File: config.mk
export PLATFORM = sky130hd
export DESIGN_NAME = hpc_port_power_cfg
export DESIGN_NICKNAME = d
export VERILOG_FILES = /design/src/logic/hpc_pkg.sv /design/src/logic/hpc_cfg_byte.sv /design/src/logic/hpc_port_power_cfg.sv
export SDC_FILE = /design/constraint.sdc
export NUM_CORES = 1
export LEC_CHECK = 0
export ABC_AREA = 1
export BUFFER_PORTS_ARGS = -buffer_cell sky130_fd_sc_hd__buf_2
export CAP_MARGIN = 0
export CORE_UTILIZATION = 35
export DETAILED_ROUTE_END_ITERATION = 7
export PLACE_DENSITY = 0.56
export SYNTH_ARGS = -nofsm -noshare
export SYNTH_HDL_FRONTEND = slang
export SYNTH_SLANG_ARGS = --single-unit
File: constraint.sdc
create_clock -name core_clk_in -period 2.8 [get_ports core_clk_in]
set_input_delay 0.14 -clock core_clk_in [delete_from_list [all_inputs] [get_ports core_clk_in]]
set_output_delay 0.14 -clock core_clk_in [all_outputs]
set_load 0.02 [all_outputs]
File: src/logic/hpc_pkg.sv
package hpc_pkg;
  localparam logic [7:0] OFF_FIXED_ATTACH = 8'h09;
  localparam logic [7:0] OFF_SP_OFF_MASK = 8'h0a;
  localparam logic [7:0] OFF_BP_OFF_MASK = 8'h0b;
  localparam logic [7:0] OFF_SP_DRAW = 8'h0c;
  localparam logic [7:0] OFF_BP_DRAW = 8'h0d;

  localparam logic [7:0] RST_FIXED_ATTACH = 8'h00;
  localparam logic [7:0] RST_SP_OFF_MASK = 8'h00;
  localparam logic [7:0] RST_BP_OFF_MASK = 8'h00;
  localparam logic [7:0] RST_SP_DRAW = 8'h01;
  localparam logic [7:0] RST_BP_DRAW = 8'h00;

  localparam int NUM_PORTS = 3;
  localparam int FIRST_PORT_BIT = 1;
  localparam logic [7:0] PORT_BITS = 8'h0e;
  localparam logic [7:0] RD_UNMAPPED = 8'h00;
  localparam logic [1:0] PORT_NONE = 2'h0;

  typedef struct packed {
    logic wr;
    logic rd;
    logic [7:0] addr;
    logic [7:0] data;
  } hpc_cfg_req_t;

  typedef struct packed {
    logic [1:0] port_count;
    logic [7:0] removable;
    logic [7:0] draw_units;
    logic [7:0] active_ports;
    logic [1:0] map1;
    logic [1:0] map2;
    logic [1:0] map3;
    logic compound;
    logic compound_mismatch;
  } hpc_desc_t;

  typedef struct packed {
    logic sp_s1;
    logic sp_s2;
    logic [7:0] rd_data;
    hpc_desc_t desc;
  } hpc_state_t;
endpackage : hpc_pkg

File: src/logic/hpc_cfg_byte.sv
`timescale 1ns/10ps
module hpc_cfg_byte #(
  parameter logic [7:0] ADDR = 8'h00,
  parameter logic [7:0] RST_VAL = 8'h00
) (
  input wire logic core_clk_in,
  input wire logic rst_in,
  input wire hpc_pkg::hpc_cfg_req_t req_in,
  output logic [7:0] q_out
);
  logic [7:0] q_r;
  logic [7:0] q_nxt;

  always_comb begin
    q_nxt = q_r;
    if (req_in.wr && (req_in.addr == ADDR)) begin
      q_nxt = req_in.data;
    end
  end

  always_ff @(posedge core_clk_in or posedge rst_in) begin
    if (rst_in) begin
      q_r <= RST_VAL;
    end else begin
      q_r <= q_nxt;
    end
  end

  assign q_out = q_r;
endmodule : hpc_cfg_byte

File: src/logic/hpc_port_power_cfg.sv
// Operation
// - fixed attach map: bits 1..3 flag ports 1..3 permanently attached
// - host sees fixed-attach flag for each active port from that map
// - self-powered, standard numbering: masked ports stay disabled, never enumerated
// - bus-powered, standard numbering: masked ports disabled; mask resets to zero
// - report count of enabled ports only, renumber them contiguously
// - self-powered draw byte in 2 mA units, resets to one unit
// - bus-powered draw byte in 2 mA units for bus-powered operation
// - remap select zero uses disable masks, one uses table remapping
// - compound flag marks hub compound; affected ports must be fixed-attach
`timescale 1ns/10ps
module hpc_port_power_cfg (
  input wire logic core_clk_in,
  input wire logic rst_in,
  input wire logic cfg_wr_in,
  input wire logic cfg_rd_in,
  input wire logic [7:0] cfg_addr_in,
  input wire logic [7:0] cfg_wdata_in,
  output logic [7:0] cfg_rdata_out,
  input wire logic self_powered_in,
  input wire logic port_remap_select_in,
  input wire logic compound_in,
  output logic [1:0] port_count_out,
  output logic [7:0] removable_out,
  output logic [7:0] draw_units_out,
  output logic [7:0] active_ports_out,
  output logic [1:0] map1_out,
  output logic [1:0] map2_out,
  output logic [1:0] map3_out,
  output logic compound_out,
  output logic compound_mismatch_out
);
  hpc_pkg::hpc_cfg_req_t req;
  hpc_pkg::hpc_state_t st_r;
  hpc_pkg::hpc_state_t st_nxt;
  logic [7:0] fixed_attach_flags;
  logic [7:0] self_powered_off_mask;
  logic [7:0] bus_powered_off_mask;
  logic [7:0] self_powered_draw_units;
  logic [7:0] bus_powered_draw_units;

  assign req = '{wr: cfg_wr_in, rd: cfg_rd_in, addr: cfg_addr_in, data: cfg_wdata_in};

  // all eight bits are stored and read back; only port bits steer the hub
  hpc_cfg_byte #(.ADDR(hpc_pkg::OFF_FIXED_ATTACH), .RST_VAL(hpc_pkg::RST_FIXED_ATTACH))
    u_fixed (.core_clk_in(core_clk_in), .rst_in(rst_in), .req_in(req), .q_out(fixed_attach_flags));
  hpc_cfg_byte #(.ADDR(hpc_pkg::OFF_SP_OFF_MASK), .RST_VAL(hpc_pkg::RST_SP_OFF_MASK))
    u_sp_off (.core_clk_in(core_clk_in), .rst_in(rst_in), .req_in(req),
      .q_out(self_powered_off_mask));
  hpc_cfg_byte #(.ADDR(hpc_pkg::OFF_BP_OFF_MASK), .RST_VAL(hpc_pkg::RST_BP_OFF_MASK))
    u_bp_off (.core_clk_in(core_clk_in), .rst_in(rst_in), .req_in(req),
      .q_out(bus_powered_off_mask));
  hpc_cfg_byte #(.ADDR(hpc_pkg::OFF_SP_DRAW), .RST_VAL(hpc_pkg::RST_SP_DRAW))
    u_sp_draw (.core_clk_in(core_clk_in), .rst_in(rst_in), .req_in(req),
      .q_out(self_powered_draw_units));
  hpc_cfg_byte #(.ADDR(hpc_pkg::OFF_BP_DRAW), .RST_VAL(hpc_pkg::RST_BP_DRAW))
    u_bp_draw (.core_clk_in(core_clk_in), .rst_in(rst_in), .req_in(req),
      .q_out(bus_powered_draw_units));

  always_comb begin
    logic [7:0] off_mask;
    logic [1:0] cnt;
    logic [1:0] map [1:3];
    off_mask = 8'h00;
    cnt = 2'h0;
    map[1] = hpc_pkg::PORT_NONE;
    map[2] = hpc_pkg::PORT_NONE;
    map[3] = hpc_pkg::PORT_NONE;
    st_nxt = st_r;
    // pin level from the board: two flops before anything looks at it
    st_nxt.sp_s1 = self_powered_in;
    st_nxt.sp_s2 = st_r.sp_s1;
    // mode follows the synchronised pin and the current remap select
    if (!port_remap_select_in) begin
      off_mask = st_r.sp_s2 ? self_powered_off_mask : bus_powered_off_mask;
    end
    // remap tables live elsewhere; in that mode every port stays active
    st_nxt.desc.active_ports = ~off_mask & hpc_pkg::PORT_BITS;
    st_nxt.desc.removable = 8'h00;
    for (int p = hpc_pkg::FIRST_PORT_BIT; p <= hpc_pkg::NUM_PORTS; p++) begin
      if (!off_mask[p]) begin
        cnt = cnt + 2'h1;
        map[cnt] = p[1:0];
        st_nxt.desc.removable[cnt] = fixed_attach_flags[p];
      end
    end
    st_nxt.desc.port_count = cnt;
    st_nxt.desc.map1 = map[1];
    st_nxt.desc.map2 = map[2];
    st_nxt.desc.map3 = map[3];
    st_nxt.desc.draw_units = st_r.sp_s2 ? self_powered_draw_units
                                        : bus_powered_draw_units;
    st_nxt.desc.compound = compound_in;
    // compound with no active fixed-attach port is a configuration slip
    st_nxt.desc.compound_mismatch = compound_in &&
      ((fixed_attach_flags & st_nxt.desc.active_ports) == 8'h00);
    // reads answer one cycle later from a flop; unmapped offsets read zero
    st_nxt.rd_data = st_r.rd_data;
    if (cfg_rd_in) begin
      case (cfg_addr_in)
        hpc_pkg::OFF_FIXED_ATTACH: st_nxt.rd_data = fixed_attach_flags;
        hpc_pkg::OFF_SP_OFF_MASK: st_nxt.rd_data = self_powered_off_mask;
        hpc_pkg::OFF_BP_OFF_MASK: st_nxt.rd_data = bus_powered_off_mask;
        hpc_pkg::OFF_SP_DRAW: st_nxt.rd_data = self_powered_draw_units;
        hpc_pkg::OFF_BP_DRAW: st_nxt.rd_data = bus_powered_draw_units;
        default: st_nxt.rd_data = hpc_pkg::RD_UNMAPPED;
      endcase
    end
  end

  always_ff @(posedge core_clk_in or posedge rst_in) begin
    if (rst_in) begin
      st_r <= '0;
    end else begin
      st_r <= st_nxt;
    end
  end

  assign cfg_rdata_out = st_r.rd_data;
  assign port_count_out = st_r.desc.port_count;
  assign removable_out = st_r.desc.removable;
  assign draw_units_out = st_r.desc.draw_units;
  assign active_ports_out = st_r.desc.active_ports;
  assign map1_out = st_r.desc.map1;
  assign map2_out = st_r.desc.map2;
  assign map3_out = st_r.desc.map3;
  assign compound_out = st_r.desc.compound;
  assign compound_mismatch_out = st_r.desc.compound_mismatch;
endmodule : hpc_port_power_cfg

==> metrics.md <==
| Metric | Value |
|---|---|
| Leak | 2.04 nW |
| Max_cap viols | 0 |
| Min-delay worst type | input pin to flip-flop |
| Final slew viol count | 0 |
| Achievable Freq | 458 MHz |
| Syn-to-layout area delta | 8.14% |
| RePlAce Congestion | a little under 0.8 |
| Post-synth EDFFs | 0 |
| Gr usage total | 14.1% |
| Status | finished, final reports clean |
| Synthesized area per cell | 8.86 um^2 |
| Commonest cells post-synth | 90 x nand2_1, 72 x dfrtp_1, 42 x nand3_1, 41 x buf_4, 38 x inv_1 |
| H-tree depth | 3 |
| Critical path depth | 7 |
| Critical Path Slowest Stage Cell | dfrtp_1 |
| Post-synth top area cell | dfrtp_1 |
| Clock tree buffer depth | 2 |
| CTS sink cnt | 73 |
| IO Pins | 65 |
| CTS buffer count | 9 |
| DP Cell Count | 564 |
| Type of origin of the critical path | flip-flop |
| Most frequent CP cell | inv_1 |
| Synth warnings | 0 |
| Mapped Cells | between 400 and 500 |
| Vias in the first global route | 2,545 |
| Sequential cell area fraction in the yosys report | between 40% and 50% |
| WL/cell | 12.3 um |
| Final setup vio count | 0 |
| Grt ovf | 0 |
| CP max stage delay | 0.70 ns |
| CP bufs+invs | 2 |
| Worst path required time | roughly 3 ns |
| Diodes inserted | 0 |
| Die Ht | 105 um |
| CTS tree | done |
| Worst-Skew Late Latency | about 0.34 ns |
| Synth area leaders | dfrtp_1 49%, nand2_1 9.2%, buf_4 8.3% |
| DR vias | 2,667 |
| Proportion of layout cells with a drive suffix above 1 | 21.7% |
| Crit path arrival time | approximately 2.4 ns |
| DRT Pass-1 Iters | 4 |
| VDD IR max | approximately 0.27 mV |
| Distinct cells, synth | 26 |
| Site Rows | 37 |
| Initial detailed-routing violation count | 76 |
| Hold depth | 3 |
| Fin cells | 582 |
| Initial antenna violation count | 0 |
| Total power | 0.00224 W |
| Clock skew | ~0.008 ns |
| Crit share post-route | 78.0% |
| Final hold vios | 0 |
| Post-route DRC | 0 |
| Largest delay share family, worst path | flip-flops |
| Post-synthesis register bit count | 73 |
| Largest fanout on the critical path | 19 |
| Worst Reg-to-Reg Cells | 7 |
| Root Buffer | clkbuf_8 |
| Unrepaired setup endpoints after global routing | false |
| Post-synth top area share | 48.9% |
| Post-synth top flop | dfrtp_1 |
| WS Path Type | flip-flop to flip-flop |
| Post-CTS setup buffer count | 0 |
| HPWL after DPL | between 5000 and 6000 um |
| Fillers | 1,063 |
| Area after DPL | 0.00376 mm^2 |
| First-pass GRT wire length | 12,100 um |
| Placeable Area | 0.0103 mm^2 |
| # port buffers | 55 |
| Leading cell type by number of instances after synthesis | nand2_1 |
| Pwr/cell area | 561 mW/mm^2 |
| Die Wd | 105 um |
| Critical Path Sink Type | flip-flop |
| Post-layout util | 38.8% |
| Net count, final | 471 |
| Post-synthesis async set-or-reset flop share | 100% |
| Total die area | 0.0109 mm^2 |
| Final instance area | 0.00399 mm^2 |
| Mapped cell area | 0.00369 mm^2 |
| Total negative slack | 0 ns |
| Starting Density | 35.9% |
| Slew @ Worst Pin | 0.684 ns |
| Min cycle time layout | between 2 and 2.5 ns |
| Post-DRT Antenna Nets | 0 |
| Vias per cell | 4.58 |
| Largest net degree at the start of global routing | 46 |
| Critical path cell sequence | inv_1 -> nand2_1 -> nand3_1 -> inv_1 -> ha_1 -> nor2_1 -> o22ai_1 |
| Post-Route WL | 7170 um |
| Relative slew slack | between 50 and 60% |
| Clock slew at reported path FFs | approximately 0.080 ns |
==> cell usage in the layout (no fill, tap or decap), types with 5 or more instances in the layout <==
master,Yosys,final
nand2_1,90,90
dfrtp_1,72,72
buf_2,1,55
nand3_1,42,42
inv_1,38,37
nor2_1,28,28
o21ai_1,27,27
o21ai_0,18,18
clkbuf_8,0,10
conb_1,1,9
a21oi_1,8,8
nor2_4,6,6
o21a_1,6,6
ha_1,6,6
inv_2,4,5
nand2_2,5,5
==> registers in the layout, summed over array words and instances (netlist names), 4 cells and up <==
signal and cells:
u_sp_draw.q_out 8, removable_out 4, u_bp_draw.q_out 8, u_bp_off.q_out 8
draw_units_out 8, cfg_rdata_out 8, u_sp_off.q_out 8, u_fixed.q_out 8
==> metrics by stage <==
step / hold slack (ns) / worst slack, ns
after global routing: 0.00883 / 0.349
after detailed placement: 0.138 / 0.638
after floorplan: 0.171 / 0.808
after CTS: 0.000498 / 0.624
final: 0.0154 / 0.617
after global placement: 0.136 / 0.764
==> worst min-delay path, cell delays in order <==
cell and delay, ns:
buf_2 0.09, nand2_1 0.04, o21ai_0 0.05
==> layout make-up <==
cell class	count	area [um^2]	share of cell area (%)
Tap cell	136	170	4.27
Multi-Input combinational cell	256	1320	33.0
Clock inverter	5	56.3	1.41
Clock buffer	10	138	3.45
Inverter	42	158	3.95
Sequential cell	73	1830	45.8
Timing Repair Buffer	60	320	8.03
==> per-layer routing <==
metal | GRT usage (%) | vias up | part of all wire [%]
li1 | - | 1318 | -
met1 | 16.6 | 1280 | 42
met2 | 24.5 | 53 | 52
met3 | 2.56 | 16 | 3.5
met4 | 7.14 | 0 | 2.3
met5 | 0 | - | 0
==> power breakdown <==
group          internal (W)  switching [W]
combinational     0.0000840       0.000182
sequential          0.00112      0.0000353
clock              0.000429       0.000382
==> kinds of logic (layout without fill, tap and decap cells) <==
| kind of cell | Yosys count | in the layout | synth area share [%] |
|---|---|---|---|
| buf+inv | 95 | 117 | 15.5 |
| simple gates | 179 | 179 | 23.7 |
| compound gates | 61 | 61 | 8.82 |
| xor+xnor | 1 | 1 | 0.238 |
| other cells | 1 | 9 | 0.102 |
| fa+ha+maj | 6 | 6 | 2.04 |
| flops | 73 | 73 | 49.6 |
==> final timing paths <==
check / from / endpoint / slack, ns
max: st_r[42] / removable_out[2] / 0.62
min: cfg_wdata_in[7] / u_bp_draw.q_out[7] / 0.02
max reg2reg: st_r[42] / removable_out[2] / 0.62
min reg2reg: st_nxt[42] / st_r[42] / 0.36
max in group asynchronous: rst_in / u_sp_draw.q_out[0] / 1.77
min in group asynchronous: rst_in / draw_units_out[2] / 0.31
==> repair_timing <==
action                                 CTS  global route
gates resized for setup                  0             0
endpoints found under the hold margin   18             0
hold buffers                             3             0
Note: power is estimated with default switching activity, not from simulation.
